### src/core/drc_defs.svh
// constants for the disturbance recorder control block
// assumes inclusion by bare name from core/
`ifndef DRC_DEFS_SVH
`define DRC_DEFS_SVH
`define DRC_NCHAN 17
`define DRC_NLOGIC 14
`define DRC_NRELAY 15
`define DRC_MAX_CHAN 5'h08
`define DRC_RAW_DEPTH 10'h300
`define DRC_VEC_DEPTH 10'h180
`define DRC_RAW_POST_MAX 10'h040
`define DRC_VEC_POST_MAX 10'h180
`define DRC_RAW_PER_CYC 4'hc
`define DRC_VEC_PERIOD_MS 20
`define DRC_CLK_MHZ 125
`define DRC_VEC_TICKS ((`DRC_VEC_PERIOD_MS * 1000 * `DRC_CLK_MHZ))
`define DRC_MASK_RESET 17'h00000
`define DRC_POST_RESET 10'h020
`define DRC_FIFO_DEPTH 4
`endif

### src/core/drc_pkg.sv
// types for the disturbance recorder control block
// assumes drc_defs.svh is on the include path
`include "drc_defs.svh"
package drc_pkg;
  typedef enum logic [2:0] {
    DRC_RUNNING = 3'h1,
    DRC_TRIGGERED = 3'h2,
    DRC_STOPPED = 3'h4
  } drc_state_type;
  typedef struct packed {
    logic [`DRC_NCHAN-1:0] chan_mask;
    logic [`DRC_NLOGIC-1:0] logic_in;
    logic [`DRC_NRELAY-1:0] relay_out;
    logic [15:0] value;
  } drc_sample_type;
  typedef struct packed {
    logic slot;
    logic [9:0] addr;
  } drc_wpos_type;
endpackage

### src/core/drc_ctrl.sv
// disturbance recorder control: state, triggers, capture addressing
// assumes sample strobes and extract/clear pulses come from same-clock logic;
// logic inputs and relay outputs arrive asynchronously from pins
//
// How it works
// - one of stopped, triggered, running; readable
// - trigger enters triggered until post interval ends
// - first record returns running; second stops
// - extracting a record while stopped resumes running
// - clear-all empties records and resumes running
// - writing triggered is manual trigger; others ignored
// - manual trigger rejected while trigger in progress
// - mode selects raw samples or magnitude/phase vectors
// - raw: twelve per cycle, 768 samples per record
// - vectors every 20ms, 384 per record
// - post-trigger length clamped 64 raw, 384 vector
// - seventeen-bit channel mask, over eight bits rejected
// - records carry all logic input and relay states
// - enabled logic inputs trigger when energised only
// - fifteen-bit relay mask triggers on operate only
// - relay mask bit n is output n+1
`timescale 1ns/1ps
`default_nettype none
`include "drc_defs.svh"
module drc_ctrl (
  // clock and reset
  input wire logic ref_clk,
  input wire logic rst_n,
  // settings side
  input wire logic mode_vec,
  input wire logic [9:0] post_len,
  input wire logic post_wr,
  input wire logic [`DRC_NCHAN-1:0] chan_mask_wr_data,
  input wire logic chan_mask_wr,
  input wire logic [`DRC_NLOGIC-1:0] logic_trig_mask,
  input wire logic [`DRC_NRELAY-1:0] relay_trig_mask,
  input wire logic state_wr,
  input wire drc_pkg::drc_state_type state_wr_data,
  input wire logic extract_done,
  input wire logic clear_all,
  // acquisition side
  input wire logic raw_strobe,
  input wire logic [15:0] raw_value,
  input wire logic [15:0] vec_value,
  input wire logic [`DRC_NLOGIC-1:0] logic_in_pin,
  input wire logic [`DRC_NRELAY-1:0] relay_out_pin,
  // status
  output drc_pkg::drc_state_type rec_state,
  output logic [1:0] rec_count,
  output logic [`DRC_NCHAN-1:0] chan_mask,
  output logic chan_mask_reject,
  output logic [9:0] post_len_eff,
  output logic manual_reject,
  // sample store write port
  output logic store_we,
  output drc_pkg::drc_wpos_type store_pos,
  output drc_pkg::drc_sample_type store_data,
  input wire logic store_ready
);
  import drc_pkg::*;
  // ==========================================================
  // pin synchronisers
  logic [`DRC_NLOGIC-1:0] li_s1_reg, li_s2_reg, li_s3_reg, li_q_reg;
  logic [`DRC_NRELAY-1:0] ro_s1_reg, ro_s2_reg, ro_s3_reg, ro_q_reg;
  logic [`DRC_NLOGIC-1:0] li_prev_reg;
  logic [`DRC_NRELAY-1:0] ro_prev_reg;
  genvar gi;
  generate
    for (gi = 0; gi < `DRC_NLOGIC; gi++) begin : g_li
      always_ff @(posedge ref_clk or negedge rst_n) begin
        if (!rst_n) begin
          li_s1_reg[gi] <= 1'b0;
          li_s2_reg[gi] <= 1'b0;
          li_s3_reg[gi] <= 1'b0;
          li_q_reg[gi] <= 1'b0;
        end else begin
          li_s1_reg[gi] <= logic_in_pin[gi];
          li_s2_reg[gi] <= li_s1_reg[gi];
          li_s3_reg[gi] <= li_s2_reg[gi];
          if (li_s2_reg[gi] == li_s3_reg[gi]) begin
            li_q_reg[gi] <= li_s3_reg[gi];
          end
        end
      end
    end
    // bit n of the relay vector is output n+1 throughout
    for (gi = 0; gi < `DRC_NRELAY; gi++) begin : g_ro
      always_ff @(posedge ref_clk or negedge rst_n) begin
        if (!rst_n) begin
          ro_s1_reg[gi] <= 1'b0;
          ro_s2_reg[gi] <= 1'b0;
          ro_s3_reg[gi] <= 1'b0;
          ro_q_reg[gi] <= 1'b0;
        end else begin
          ro_s1_reg[gi] <= relay_out_pin[gi];
          ro_s2_reg[gi] <= ro_s1_reg[gi];
          ro_s3_reg[gi] <= ro_s2_reg[gi];
          if (ro_s2_reg[gi] == ro_s3_reg[gi]) begin
            ro_q_reg[gi] <= ro_s3_reg[gi];
          end
        end
      end
    end
  endgenerate
  always_ff @(posedge ref_clk or negedge rst_n) begin
    if (!rst_n) begin
      li_prev_reg <= '0;
      ro_prev_reg <= '0;
    end else begin
      li_prev_reg <= li_q_reg;
      ro_prev_reg <= ro_q_reg;
    end
  end
  // ==========================================================
  // trigger detection
  logic li_rise, ro_rise, manual_req, trig_accept, cap_done;
  // only energise/operate edges count, never release
  assign li_rise = |(li_q_reg & ~li_prev_reg & logic_trig_mask);
  assign ro_rise = |(ro_q_reg & ~ro_prev_reg & relay_trig_mask);
  assign manual_req = state_wr && (state_wr_data == DRC_TRIGGERED);
  assign trig_accept = (rec_state == DRC_RUNNING) && (li_rise || ro_rise || manual_req);
  // ==========================================================
  // settings
  logic [4:0] ones;
  always_comb begin
    ones = '0;
    for (int i = 0; i < `DRC_NCHAN; i++) begin
      ones = ones + 5'(chan_mask_wr_data[i]);
    end
  end
  always_ff @(posedge ref_clk or negedge rst_n) begin
    if (!rst_n) begin
      chan_mask <= `DRC_MASK_RESET;
      chan_mask_reject <= 1'b0;
    end else begin
      chan_mask_reject <= chan_mask_wr && (ones > `DRC_MAX_CHAN);
      if (chan_mask_wr && ones <= `DRC_MAX_CHAN) begin
        chan_mask <= chan_mask_wr_data;
      end
    end
  end
  // post length is latched and clamped to the mode's limit
  always_ff @(posedge ref_clk or negedge rst_n) begin
    if (!rst_n) begin
      post_len_eff <= `DRC_POST_RESET;
    end else if (post_wr) begin
      if (!mode_vec && post_len > `DRC_RAW_POST_MAX) begin
        post_len_eff <= `DRC_RAW_POST_MAX;
      end else if (mode_vec && post_len > `DRC_VEC_POST_MAX) begin
        post_len_eff <= `DRC_VEC_POST_MAX;
      end else begin
        post_len_eff <= post_len;
      end
    end
  end
  // ==========================================================
  // sample timing
  localparam int VEC_TICKS = `DRC_VEC_TICKS;
  logic [21:0] vec_tick_reg;
  logic [3:0] cyc_phase_reg;
  logic vec_strobe, cyc_end, sample_stb;
  assign vec_strobe = (vec_tick_reg == 22'(VEC_TICKS - 1));
  // a raw cycle ends on the twelfth locked sample
  assign cyc_end = raw_strobe && (cyc_phase_reg == `DRC_RAW_PER_CYC - 4'h1);
  assign sample_stb = mode_vec ? vec_strobe : raw_strobe;
  always_ff @(posedge ref_clk or negedge rst_n) begin
    if (!rst_n) begin
      vec_tick_reg <= '0;
      cyc_phase_reg <= '0;
    end else begin
      vec_tick_reg <= vec_strobe ? '0 : vec_tick_reg + 22'h1;
      if (raw_strobe) begin
        cyc_phase_reg <= cyc_end ? '0 : cyc_phase_reg + 4'h1;
      end
    end
  end
  // ==========================================================
  // recorder state
  logic [9:0] post_cnt_reg, wr_addr_reg;
  logic slot_reg;
  logic post_tick, store_fire;
  // raw lengths count cycles, vector lengths count samples
  assign post_tick = mode_vec ? vec_strobe : cyc_end;
  assign cap_done = (rec_state == DRC_TRIGGERED) && (post_cnt_reg == 10'h000);
  always_ff @(posedge ref_clk or negedge rst_n) begin
    if (!rst_n) begin
      rec_state <= DRC_RUNNING;
      rec_count <= 2'h0;
      post_cnt_reg <= '0;
      slot_reg <= 1'b0;
      manual_reject <= 1'b0;
    end else begin
      // manual while triggered or stopped does not restart
      manual_reject <= manual_req && (rec_state != DRC_RUNNING);
      if (clear_all) begin
        rec_state <= DRC_RUNNING;
        rec_count <= 2'h0;
        slot_reg <= 1'b0;
      end else begin
        unique case (rec_state)
          DRC_RUNNING: begin
            if (trig_accept) begin
              rec_state <= DRC_TRIGGERED;
              post_cnt_reg <= post_len_eff;
            end
            if (extract_done && rec_count != 2'h0) begin
              rec_count <= rec_count - 2'h1;
            end
          end
          DRC_TRIGGERED: begin
            if (cap_done) begin
              slot_reg <= ~slot_reg;
              if (rec_count == 2'h0) begin
                rec_count <= 2'h1;
                rec_state <= DRC_RUNNING;
              end else begin
                rec_count <= 2'h2;
                rec_state <= DRC_STOPPED;
              end
            end else if (post_tick) begin
              post_cnt_reg <= post_cnt_reg - 10'h001;
            end
          end
          DRC_STOPPED: begin
            if (extract_done) begin
              rec_state <= DRC_RUNNING;
              rec_count <= 2'h1;
            end
          end
        endcase
      end
    end
  end
  // ==========================================================
  // circular capture into the current slot
  logic [9:0] depth;
  drc_sample_type samp;
  logic fifo_valid, fifo_ready;
  assign depth = mode_vec ? `DRC_VEC_DEPTH : `DRC_RAW_DEPTH;
  // all digital states travel with every sample
  assign samp = '{chan_mask: chan_mask, logic_in: li_q_reg, relay_out: ro_q_reg,
                  value: mode_vec ? vec_value : raw_value};
  assign store_fire = sample_stb && (rec_state != DRC_STOPPED) && fifo_ready;
  always_ff @(posedge ref_clk or negedge rst_n) begin
    if (!rst_n) begin
      wr_addr_reg <= '0;
    end else if (store_fire) begin
      wr_addr_reg <= (wr_addr_reg >= depth - 10'h1) ? '0 : wr_addr_reg + 10'h1;
    end
  end
  drc_fifo #(.WIDTH($bits(drc_sample_type) + 11), .DEPTH(`DRC_FIFO_DEPTH)) u_fifo (
    .ref_clk(ref_clk),
    .rst_n(rst_n),
    .in_data({slot_reg, wr_addr_reg, samp}),
    .in_valid(store_fire),
    .in_ready(fifo_ready),
    .out_data({store_pos, store_data}),
    .out_valid(fifo_valid),
    .out_ready(store_ready)
  );
  assign store_we = fifo_valid;
  // ==========================================================
  // checks
  state_onehot_a: assert property (@(posedge ref_clk) disable iff (!rst_n)
    $onehot(rec_state)) else $error("state not one-hot");
  count_stop_a: assert property (@(posedge ref_clk) disable iff (!rst_n)
    (rec_count == 2'h2) |-> (rec_state == DRC_STOPPED)) else $error("count 2 not stopped");
  count_range_a: assert property (@(posedge ref_clk) disable iff (!rst_n)
    rec_count != 2'h3) else $error("count out of range");
  trig_enter_a: assert property (@(posedge ref_clk) disable iff (!rst_n)
    (trig_accept && !clear_all) |=> rec_state == DRC_TRIGGERED) else $error("trigger lost");
  stop_resume_a: assert property (@(posedge ref_clk) disable iff (!rst_n)
    (rec_state == DRC_STOPPED && extract_done) |=> rec_state == DRC_RUNNING)
    else $error("no resume");
  clear_all_a: assert property (@(posedge ref_clk) disable iff (!rst_n)
    clear_all |=> (rec_count == 2'h0 && rec_state == DRC_RUNNING)) else $error("clear fail");
  // a rejected request may only let the countdown run on, never reload it
  manual_rej_a: assert property (@(posedge ref_clk) disable iff (!rst_n)
    (manual_req && rec_state == DRC_TRIGGERED && !clear_all) |=>
    (manual_reject && (post_cnt_reg == $past(post_cnt_reg) ||
    post_cnt_reg == $past(post_cnt_reg) - 10'h001)))
    else $error("manual not rejected");
  mask_keep_a: assert property (@(posedge ref_clk) disable iff (!rst_n)
    (chan_mask_wr && ones > `DRC_MAX_CHAN) |=> $stable(chan_mask)) else $error("mask taken");
  post_lim_a: assert property (@(posedge ref_clk) disable iff (!rst_n)
    (post_wr && !mode_vec) |=> post_len_eff <= `DRC_RAW_POST_MAX) else $error("post over");
  cap_fill_c: cover property (@(posedge ref_clk) disable iff (!rst_n)
    rec_state == DRC_STOPPED);
  cap_first_c: cover property (@(posedge ref_clk) disable iff (!rst_n)
    rec_state == DRC_TRIGGERED ##1 rec_state == DRC_RUNNING);
  man_rej_c: cover property (@(posedge ref_clk) disable iff (!rst_n) manual_reject);
endmodule
`default_nettype wire

### src/core/drc_fifo.sv
// small valid/ready FIFO for recorder samples
// assumes a single clock and asynchronous active-low reset
`timescale 1ns/1ps
`default_nettype none
module drc_fifo #(
  parameter int WIDTH = 8,
  parameter int DEPTH = 4
) (
  // clock and reset
  input wire logic ref_clk,
  input wire logic rst_n,
  // fill side
  input wire logic [WIDTH-1:0] in_data,
  input wire logic in_valid,
  output logic in_ready,
  // drain side
  output logic [WIDTH-1:0] out_data,
  output logic out_valid,
  input wire logic out_ready
);
  localparam int AW = $clog2(DEPTH);
  logic [WIDTH-1:0] mem_reg [DEPTH];
  logic [AW-1:0] wr_reg, rd_reg;
  logic [AW:0] cnt_reg;
  logic push, pop;
  // full only at DEPTH entries; the count is one bit wider than the pointers
  assign in_ready = (cnt_reg != (AW+1)'(DEPTH));
  assign out_valid = (cnt_reg != '0);
  assign out_data = mem_reg[rd_reg];
  assign push = in_valid && in_ready;
  assign pop = out_valid && out_ready;
  always_ff @(posedge ref_clk) begin
    if (push) begin
      mem_reg[wr_reg] <= in_data;
    end
  end
  always_ff @(posedge ref_clk or negedge rst_n) begin
    if (!rst_n) begin
      wr_reg <= '0;
      rd_reg <= '0;
      cnt_reg <= '0;
    end else begin
      if (push) begin
        wr_reg <= (int'(wr_reg) == DEPTH-1) ? '0 : wr_reg + 1'b1;
      end
      if (pop) begin
        rd_reg <= (int'(rd_reg) == DEPTH-1) ? '0 : rd_reg + 1'b1;
      end
      cnt_reg <= cnt_reg + (AW+1)'(push) - (AW+1)'(pop);
    end
  end
endmodule
`default_nettype wire

### config.mk
export PLATFORM = sky130hd
export DESIGN_NAME = drc_ctrl
export DESIGN_NICKNAME = d
export VERILOG_FILES = /design/src/core/drc_pkg.sv /design/src/core/drc_ctrl.sv /design/src/core/drc_fifo.sv
export VERILOG_INCLUDE_DIRS = /design/src /design/src/core
export SDC_FILE = /design/constraint.sdc
export NUM_CORES = 1
export LEC_CHECK = 0
export BUFFER_PORTS_ARGS = -buffer_cell sky130_fd_sc_hd__buf_4
export CORE_ASPECT_RATIO = 1.4
export CORE_UTILIZATION = 50
export DETAILED_ROUTE_END_ITERATION = 7
export PLACE_DENSITY = 0.75
export REMOVE_ABC_BUFFERS = 1
export SETUP_SLACK_MARGIN = 0.05
export SLEW_MARGIN = 20
export SYNTH_ARGS = -nofsm -noshare
export SYNTH_HDL_FRONTEND = slang
export SYNTH_SLANG_ARGS = --single-unit
### constraint.sdc
create_clock -name ref_clk -period 3.63 [get_ports ref_clk]
set_input_delay 0.363 -clock ref_clk [delete_from_list [all_inputs] [get_ports ref_clk]]
set_output_delay 0.363 -clock ref_clk [all_outputs]
set_load 0.03 [all_outputs]
==> impl_metrics.py, run 1 <==
metrics = {
    "timing": {
        "slew_viol_final": 0,
        "rsz0062_at_grt": "true",
        "skew_ns": 0.0234,
        "setup_slack_ns": -0.655,
        "hold_violations": 0,
        "setup-violations-final": 18,
        "fin_crit_ns": 4.29,
        "fin_setup_tns_ns": -11.05,
        "fmax_mhz": 233,
        "worstMarginPinSlew_ns": 0.804,
        "hold_ws_ns": 0.0489,
        "period_share_pct": 118,
        "slew_headroom_pct": 46.3,
    },
    "layout": {
        "drive_above_1_share_pct": 32.1,
        "stdcell_count": 1980,
        "largest_reg_flops": 292,
        "syn_to_final_growth_pct": 23.1,
        "final_cell_mix": "edfxtp_1 (292), buf_4 (249), dfrtp_1 (229)",
        "nets": 1579,
        "layout_commonest_cell": "edfxtp_1",
        "fillCellCount": 2800,
        "final_core_util_pct": 62.8,
    },
    "setup_path": {
        "rr_worst_depth": 8,
        "r2r_slack_ns": 0.45,
        "crit_path_max_fanout": 13,
        "rr_endpoint": "u_fifo.mem_reg[2][36]$_DFFE_PP_",
        "arrival_ns": 4.72,
        "end_kind": "flop",
        "start_kind": "input port",
        "setup.worst_path.class": "in2reg",
        "required_ns": 4.07,
        "crit-reg2reg-launch": "vec_tick_reg[0]$_DFF_PN0_",
    },
    "yosys": {
        "yosysWarnings": 0,
        "synth_edf_count": 292,
        "synth_cells": 1118,
        "ys.flop_type": "edfxtp_1",
        "synth.avg_cell_area_um2": 17.7,
        "synth_seq_cells": 525,
        "ys_types": 57,
        "netlist_area_um2": 19800,
        "seq_area_frac_synth_pct": 73.9,
        "async_flop_share_pct": 44.4,
    },
    "route": {
        "drc": 0,
        "post_drt_wl_per_cell_um": 19.3,
        "firstDrtPassIters": 5,
        "drt-total-wl_mm": 38.3,
        "num_vias": 10500,
        "via_per_inst": 5.32,
        "ant_nets": 0,
        "drt_iter0_drc": 678,
    },
    "clock_tree": {
        "clock_latency_ns": 0.56,
        "cts-root-buf": "clkbuf_16",
        "clock_sinks": 525,
        "clk_pin_slew_worst_paths_ns": 0.06,
        "cts_max_level": 2,
        "tritoncts": "yes",
        "clockBufferDepth": 3,
        "cts_buffers": 49,
    },
    "status": {
        "failed_checks": "setup timing",
        "status": "finished with violations",
    },
    "worst_hold_path": {
        "hold_class": "in2reg",
        "hold_depth": 2,
        "holdCritStartpoint": "chan_mask_wr_data[14]",
        "hold_path_end": "chan_mask[14]$_DFFE_PN0P_",
    },
    "global_routing": {
        "grtUsageTotal_pct": 19.7,
        "grt_pass1_vias": 11000,
        "grt_max_degree": 104,
        "grt_first_pass_wirelength_mm": 60.4,
        "antenna_found_initial": 1,
        "grt-ovfl-total": 0,
    },
    "die": {
        "core_um2": 38700,
        "initial_core_util_pct": 51.0,
        "ioPinCount": 238,
        "dieArea_um2": 40300,
        "fp.dieH_um": 237,
        "num_rows": 85,
        "die_w_um": 170,
    },
    "place": {
        "dp_cells": 1855,
        "place_congestion": 0.838,
        "dp_worst_setup_slack_ns": -1.44,
        "dp_hpwl_mm": 24.9,
        "io_buffers": 237,
    },
    "power": {
        "peakVddDrop_mv": 0.458,
        "power_density_nw_per_um2": 767,
        "p_leak_nw": 9.49,
    },
    "flow_run": {
        "drv_cap": 0,
    },
}
-- final cells by class --
| cell class | instances | area [µm²] | area share, % |
|---|---|---|---|
| timing repair buffer | 300 | 2520 | 10.4 |
| inverter | 48 | 180 | 0.741 |
| tap | 522 | 653 | 2.69 |
| clock inverter | 29 | 290 | 1.19 |
| sequential | 525 | 14600 | 60.1 |
| clock buffer | 61 | 1320 | 5.44 |
| antenna | 1 | 2.50 | 0.0103 |
| multi-input combinational | 494 | 4740 | 19.5 |
-- stage by stage --
step / total power, mW / cell area [µm²]
2_1_floorplan: 11.5 / 19500
3_3_place_gp: 13.6 / 22300
3_5_place_dp: 13.7 / 22300
4_1_cts: 18.9 / 24300
5_1_grt: 19.5 / 24300
6_report: 18.7 / 24300
-- timing repair --
action / CTS / global route
endpoints found under the hold margin: 132 / 0
hold buffers: 33 / 0
resized for setup: 11 / 3
pin swaps: 1 / 1
endpoints found under the setup margin: 18 / 18
setup buffers: 1 / 2
-- report_power, final --
group          internal, mW  switching [mW]
sequential             7.28           0.712
clock                  2.95            2.12
combinational          2.48            3.12
-- critical path, cell delays in order --
cell and delay, ns:
buf_8 0.10, fa_1 0.54, inv_2 0.05, fa_1 0.47, inv_1 0.05, fa_1 0.47, inv_1 0.05, fa_1 0.48
inv_1 0.06, fa_2 0.35, fa_1 0.46, or3_1 0.38, a21oi_1 0.15, a21oi_1 0.06, o21ai_2 0.16, nand2_2 0.09
buf_6 0.16, mux2_2 0.28
-- logic make-up after synthesis --
group | share of synthesized area (%)
DFF | 73.9
and+or+nand+nor | 5.29
muxes | 10.4
AOI/OAI and AO/OA | 3.20
buffers and inverters | 2.27
adders and majority gates | 3.89
xor gates and xnor gates | 1.02
-- Yosys cell counts, types with 12 or more instances --
| cell type | count | area share (%) |
|---|---|---|
| dfrtp_1 | 231 | 29 |
| nor2_1 | 44 | 0.84 |
| ha_1 | 19 | 1.2 |
| o21ai_0 | 27 | 0.68 |
| xor2_1 | 12 | 0.53 |
| mux2_2 | 36 | 2.1 |
| nand2_1 | 55 | 1.0 |
| buf_4 | 18 | 0.68 |
| a21oi_1 | 16 | 0.41 |
| clkbuf_1 | 22 | 0.42 |
| nand3b_1 | 13 | 0.49 |
| inv_1 | 48 | 0.91 |
| edfxtp_1 | 292 | 44 |
| maj3_1 | 29 | 1.5 |
| nand3_1 | 19 | 0.48 |
| o22ai_1 | 14 | 0.44 |
| mux4_2 | 73 | 8.3 |
| fa_1 | 12 | 1.2 |
| nand4_1 | 12 | 0.38 |
-- worst max path at each step --
stage | from | cells past startpoint | slack (ns) | to
finish | chan_mask_wr_data[11] | 18 | -0.66 | chan_mask[10]$_DFFE_PN0P_
global route | chan_mask_wr_data[11] | 18 | -0.78 | chan_mask[16]$_DFFE_PN0P_
CTS | chan_mask_wr_data[11] | 18 | -0.68 | chan_mask[10]$_DFFE_PN0P_
detailed placement | chan_mask_wr_data[11] | 18 | -1.44 | chan_mask[10]$_DFFE_PN0P_
global placement | chan_mask_wr_data[11] | 18 | -1.42 | chan_mask[5]$_DFFE_PN0P_
floorplan | chan_mask_wr_data[5] | 16 | -1.25 | chan_mask[0]$_DFFE_PN0P_
-- layer usage --
metal  share of wire, %  track usage, %  vias up
met2                 54            35.4      251
li1                   -               -     4811
met4                2.6            6.55        0
met5                  0               0        -
met1                 39            23.8     5403
met3                4.8            3.28       62
No activity file was read; power rests on OpenSTA's default activity.
==> run 2: changes to the inputs <==
Settings changed: CORE_UTILIZATION 50 to 46, PLACE_DENSITY 0.75 to 0.7.
==> run 2 against run 1 <==
Compared with the run above: the run still ends with setup timing left; clock skew rose by 0.012 ns; wire length is 2.1% higher; sequential cell count did not move; non-clock buffer count rose by 4; highest routed layer unchanged.
==> impl_metrics.py, run 2 (synthesized netlist as in run 1, its figures left out) <==
metrics = {
    "status": {
        "status": "finished with violations",
        "failed_checks": "setup timing",
    },
    "global_routing": {
        "grt-ovfl-total": 0,
        "antenna_found_initial": 0,
        "grt_pass1_vias": 11100,
        "grtUsageTotal_pct": 18.3,
        "grt_first_pass_wirelength_mm": 60.8,
        "grt_max_degree": 95,
    },
    "die": {
        "core_um2": 42200,
        "die_w_um": 177,
        "fp.dieH_um": 247,
        "dieArea_um2": 43800,
        "num_rows": 89,
        "ioPinCount": 238,
        "initial_core_util_pct": 46.8,
    },
    "setup_path": {
        "arrival_ns": 4.77,
        "critPathTopFamily": "adder cells",
        "cpPeakStageDelay_ns": 0.55,
        "r2r_slack_ns": 0.56,
        "slowest_stage": "fa_1",
        "cpMostUsedCell": "fa_1",
        "setup.worst_path.class": "in2reg",
        "worstPathCellList": "buf_6 -> fa_1 -> inv_2 -> fa_1 -> inv_1 -> fa_1 -> inv_1 -> fa_1 -> inv_2 -> fa_2 -> fa_1 -> or3_1 -> a21oi_2 -> a21oi_2 -> o21ai_2 -> nand2_2 -> buf_8 -> mux2_4",
        "crit_path_max_fanout": 8,
        "required_ns": 4.08,
        "end_kind": "flop",
        "start_kind": "input port",
        "path_buf_inv": 6,
    },
    "timing": {
        "worstMarginPinSlew_ns": 0.831,
        "slew_headroom_pct": 44.6,
        "setup-violations-final": 18,
        "setup_slack_ns": -0.687,
        "fmax_mhz": 232,
        "skew_ns": 0.0350,
        "rsz0062_at_grt": "true",
        "hold_ws_ns": 0.0393,
        "period_share_pct": 119,
        "hold_violations": 0,
        "fin_setup_tns_ns": -11.51,
        "slew_viol_final": 0,
        "fin_crit_ns": 4.32,
    },
    "route": {
        "post_drt_wl_per_cell_um": 19.5,
        "ant_nets": 0,
        "drt_iter0_drc": 626,
        "via_per_inst": 5.25,
        "num_vias": 10500,
        "drt-total-wl_mm": 39.0,
        "firstDrtPassIters": 5,
        "drc": 0,
    },
    "layout": {
        "antenna_cells": 0,
        "final_cell_mix": "edfxtp_1 (292), buf_4 (250), dfrtp_1 (229)",
        "nets": 1582,
        "multiInputGateArea_um2": 4750,
        "fillCellCount": 3180,
        "seqCellArea_um2": 14600,
        "drive_above_1_share_pct": 32.7,
        "stdcell_count": 2007,
        "final_cell_area_um2": 24400,
        "final_core_util_pct": 57.9,
        "syn_to_final_growth_pct": 23.7,
        "largest_reg_flops": 292,
        "layout_commonest_cell": "edfxtp_1",
    },
    "clock_tree": {
        "cts_buffers": 48,
        "clockBufferDepth": 3,
        "cts_setup_buffers": 0,
        "cts_max_level": 2,
        "clock_sinks": 525,
        "clock_latency_ns": 0.58,
        "cts-root-buf": "clkbuf_16",
        "tritoncts": "yes",
        "clk_pin_slew_worst_paths_ns": 0.06,
    },
    "place": {
        "dp_cells": 1884,
        "dp_worst_setup_slack_ns": -1.47,
        "place_congestion": 0.796,
        "io_buffers": 237,
        "dp_hpwl_mm": 25.4,
        "place_area_um2": 22400,
    },
    "power": {
        "peakVddDrop_mv": 0.444,
        "power_density_nw_per_um2": 766,
        "p_total_mw": 18.7,
        "p_leak_nw": 9.50,
    },
    "worst_hold_path": {
        "hold_class": "in2reg",
    },
    "flow_run": {
        "drv_cap": 0,
    },
}
run 2: cell count changes in the layout (fill, tap and decap cells not counted), moves of 2 or more:
cell,previous run,this run
buf_12,13,17
clkinv_1,10,6
clkinvlp_4,3,7
a21oi_1,16,14
a21oi_2,0,2
clkinv_2,5,7
clkinv_4,2,0
inv_4,2,0
run 2: final timing paths:
path | end | startpoint | depth (start not counted)
min reg2reg | ro_s2_reg[14]$_DFF_PN0_ | ro_s1_reg[14]$_DFF_PN0_ | 0
max reg2reg | u_fifo.cnt_reg[2]$_DFF_PN0_ | vec_tick_reg[0]$_DFF_PN0_ | 10
max in group asynchronous | ro_q_reg[11]$_DFFE_PN0N_ | rst_n | 3
min | post_len_eff[3]$_DFFE_PN0P_ | post_len[3] | 3
max | chan_mask[11]$_DFFE_PN0P_ | chan_mask_wr_data[11] | 18
min in group asynchronous | li_s1_reg[9]$_DFF_PN0_ | rst_n | 2
run 2: report_power, final:
part	internal, mW	leakage, nW	total (mW)	switching [mW]
logic	2.53	3.28	5.65	3.12
registers	7.27	5.46	8.02	0.746
clock network	2.86	0.762	5.04	2.18
run 2: what timing repair did:
action | in CTS | in global routing
resized for setup | 7 | 10
endpoints found under the hold margin | 123 | 0
endpoints found under the setup margin | 18 | 18
pin swaps | 7 | 3
hold buffers | 33 | 0
run 2: area by class of cell:
class	instances	share of cell area, %
sequential	525	59.8
clock inverter	30	1.25
inverter	48	0.738
multi-input combinational	494	19.5
timing repair buffer	304	10.6
tap	546	2.80
clock buffer	60	5.31
run 2: layer usage:
layer  wire length, µm  global-route usage [%]
met5                 0                       0
met4               864                    5.65
met3              1980                    3.18
met2             21200                    33.3
met1             15000                    22.0
run 2: worst min-delay path: cells and delay by family:
kind | cells | cell delay, ns
buffers and inverters | 1 | 0.11
AND/OR/NAND/NOR | 1 | 0.05
AO/OA/AOI/OAI | 1 | 0.05
==> run 3: changes to the inputs <==
Settings changed: CAP_MARGIN set to 20.
Clock period 3.63 ns to 3.7 ns, I/O delays scaled along.
==> run 3 against run 2 <==
Compared with the run above: the flow still finishes with violations (setup timing); count of clock-buffer cells in the layout increased by 5; clock skew decreased by 0.014 ns; largest cell class unchanged; highest routed layer unchanged; total power is 1.1% lower; cell area decreased by 0.28%; utilization shrank 0.16 points.
==> impl_metrics.py, run 3 (synthesized netlist as in run 1, its figures left out) <==
metrics = {
    "die": {
        "ioPinCount": 238,
        "core_um2": 42200,
        "die_w_um": 177,
        "fp.dieH_um": 247,
        "dieArea_um2": 43800,
        "initial_core_util_pct": 46.8,
        "num_rows": 89,
    },
    "power": {
        "p_leak_nw": 9.51,
        "peakVddDrop_mv": 0.385,
        "switching_share_pct": 32.2,
        "p_total_mw": 18.5,
        "power_density_nw_per_um2": 759,
        "p_int_mw": 12.5,
        "power.net_switching_mw": 5.96,
        "clkPwrFrac_pct": 27.6,
        "p_comb_share_pct": 30.0,
        "seq_power_share_pct": 42.4,
    },
    "setup_path": {
        "crit_path_max_fanout": 8,
        "required_ns": 4.14,
        "setup.worst_path.class": "in2reg",
        "arrival_ns": 4.80,
        "end_kind": "flop",
        "start_kind": "input port",
    },
    "global_routing": {
        "grt_pass1_vias": 11200,
        "grt_first_pass_wirelength_mm": 62.2,
        "grtUsageTotal_pct": 18.6,
        "grt_max_degree": 115,
        "grt-ovfl-total": 0,
        "antenna_found_initial": 0,
    },
    "layout": {
        "multiInputGateArea_um2": 4760,
        "antenna_cells": 0,
        "seqCellArea_um2": 14600,
        "largest_reg_flops": 292,
        "stdcell_count": 2004,
        "syn_to_final_growth_pct": 23.3,
        "final_cell_mix": "edfxtp_1 (292), buf_4 (254), dfrtp_1 (229)",
        "nets": 1578,
        "final_core_util_pct": 57.7,
        "layout_commonest_cell": "edfxtp_1",
        "fillCellCount": 3210,
        "final_cell_area_um2": 24400,
        "drive_above_1_share_pct": 33.3,
    },
    "route": {
        "firstDrtPassIters": 5,
        "via_per_inst": 5.27,
        "dr_wl_met2_mm": 21.2,
        "post_drt_wl_per_cell_um": 19.7,
        "met3_length_mm": 2.04,
        "drc": 0,
        "met1Wirelength_mm": 15.3,
        "ant_nets": 0,
        "drt_iter0_drc": 662,
        "drt-total-wl_mm": 39.5,
        "num_vias": 10600,
        "topRoutingLayerUsed": "met4",
    },
    "timing": {
        "fin_crit_ns": 4.36,
        "fmax_mhz": 230,
        "skew_ns": 0.0205,
        "setup_slack_ns": -0.657,
        "rsz0062_at_grt": "true",
        "period_share_pct": 118,
        "slew_headroom_pct": 40.1,
        "setup-violations-final": 18,
        "slew_viol_final": 0,
        "worstMarginPinSlew_ns": 0.899,
        "hold_violations": 0,
    },
    "place": {
        "io_buffers": 237,
        "place_area_um2": 22300,
        "place_congestion": 0.805,
        "dp_cells": 1880,
        "dp_hpwl_mm": 25.3,
        "dp_worst_setup_slack_ns": -1.43,
    },
    "clock_tree": {
        "clock_sinks": 525,
        "clockBufferDepth": 3,
        "cts_buffers": 50,
        "tritoncts": "yes",
        "cts_max_level": 2,
        "clock_latency_ns": 0.56,
        "clk_pin_slew_worst_paths_ns": 0.06,
        "cts-root-buf": "clkbuf_16",
    },
    "status": {
        "status": "finished with violations",
        "failed_checks": "setup timing",
    },
    "worst_hold_path": {
        "hold_class": "in2reg",
    },
    "flow_run": {
        "drv_cap": 0,
    },
}
-- run 3: changes by cell type in the layout (fill, tap and decap cells not counted), moves of 2 or more --
cell,before,now
buf_12,17,9
clkbuf_8,3,8
clkinv_4,0,5
buf_4,250,254
clkinv_2,7,11
clkbuf_1,8,5
clkbuf_16,49,52
clkinv_1,6,3
dlygate4sd3_1,33,30
buf_6,2,4
clkinv_8,2,0
clkinvlp_4,7,5
-- run 3: final timing paths --
check / start / endpoint / slack (ns) / cells past startpoint
worst max-delay path: chan_mask_wr_data[11] / chan_mask[13]$_DFFE_PN0P_ / -0.66 / 18
worst min-delay path: post_len[5] / post_len_eff[5]$_DFFE_PN1P_ / 0.04 / 3
worst max register to register: vec_tick_reg[0]$_DFF_PN0_ / u_fifo.mem_reg[0][13]$_DFFE_PP_ / 0.59 / 8
worst min register to register: li_s1_reg[5]$_DFF_PN0_ / li_s2_reg[5]$_DFF_PN0_ / 0.34 / 0
max in group asynchronous: rst_n / ro_prev_reg[14]$_DFF_PN0_ / 2.18 / 3
min in group asynchronous: rst_n / li_s1_reg[9]$_DFF_PN0_ / 0.43 / 2
-- run 3: power by group through the flow --
stage | sequential [mW] | combinational [mW] | clock (mW)
finish | 7.85 | 5.56 | 5.10
global placement | 7.90 | 5.42 | 0
CTS | 7.86 | 5.71 | 5.23
global route | 7.96 | 5.96 | 5.43
detailed placement | 7.97 | 5.52 | 0
floorplan | 8.15 | 3.14 | 0
-- run 3: what timing repair did --
| item | CTS | global route |
|---|---|---|
| buffers inserted | 5 | 0 |
| endpoints found under the setup margin | 18 | 18 |
| hold buffers | 30 | 0 |
| hold endpoints to repair | 138 | 0 |
| cloned | 1 | 0 |
| pin swaps | 6 | 3 |
| resized for setup | 14 | 7 |
-- run 3: area by class of cell --
class / instances / area share (%)
flip-flops and latches: 525 / 60.0
multi-input cells: 494 / 19.6
repair buffers: 298 / 10.0
clock buffers: 65 / 5.87
well taps: 546 / 2.80
clock inverters: 28 / 1.01
inverters: 48 / 0.740
-- run 3: worst max-delay path, cell delays in order --
cell and delay (ns):
buf_6 0.10, fa_1 0.54, inv_1 0.05, fa_1 0.54, inv_1 0.06, fa_1 0.47
inv_1 0.05, fa_1 0.49, inv_2 0.04, fa_2 0.34, fa_1 0.48, or3_1 0.34
a21oi_2 0.15, a21oi_2 0.05, o21ai_2 0.14, nand2_2 0.12, buf_6 0.16, mux2_4 0.29
-- run 3: metrics by stage --
step | TNS, ns | hold WS [ns]
floorplan | -172.12 | 0.0744
CTS | -11.57 | 0.00841
detailed placement | -25.00 | 0.336
global route | -12.64 | 0.0271
finish | -10.88 | 0.0396
global placement | -24.38 | 0.332
-- run 3: layer usage --
metal | GRT usage, % | vias up
met5 | 0 | -
met4 | 5.73 | 0
met3 | 3.18 | 60
met2 | 33.6 | 250
met1 | 22.6 | 5441
li1 | - | 4804
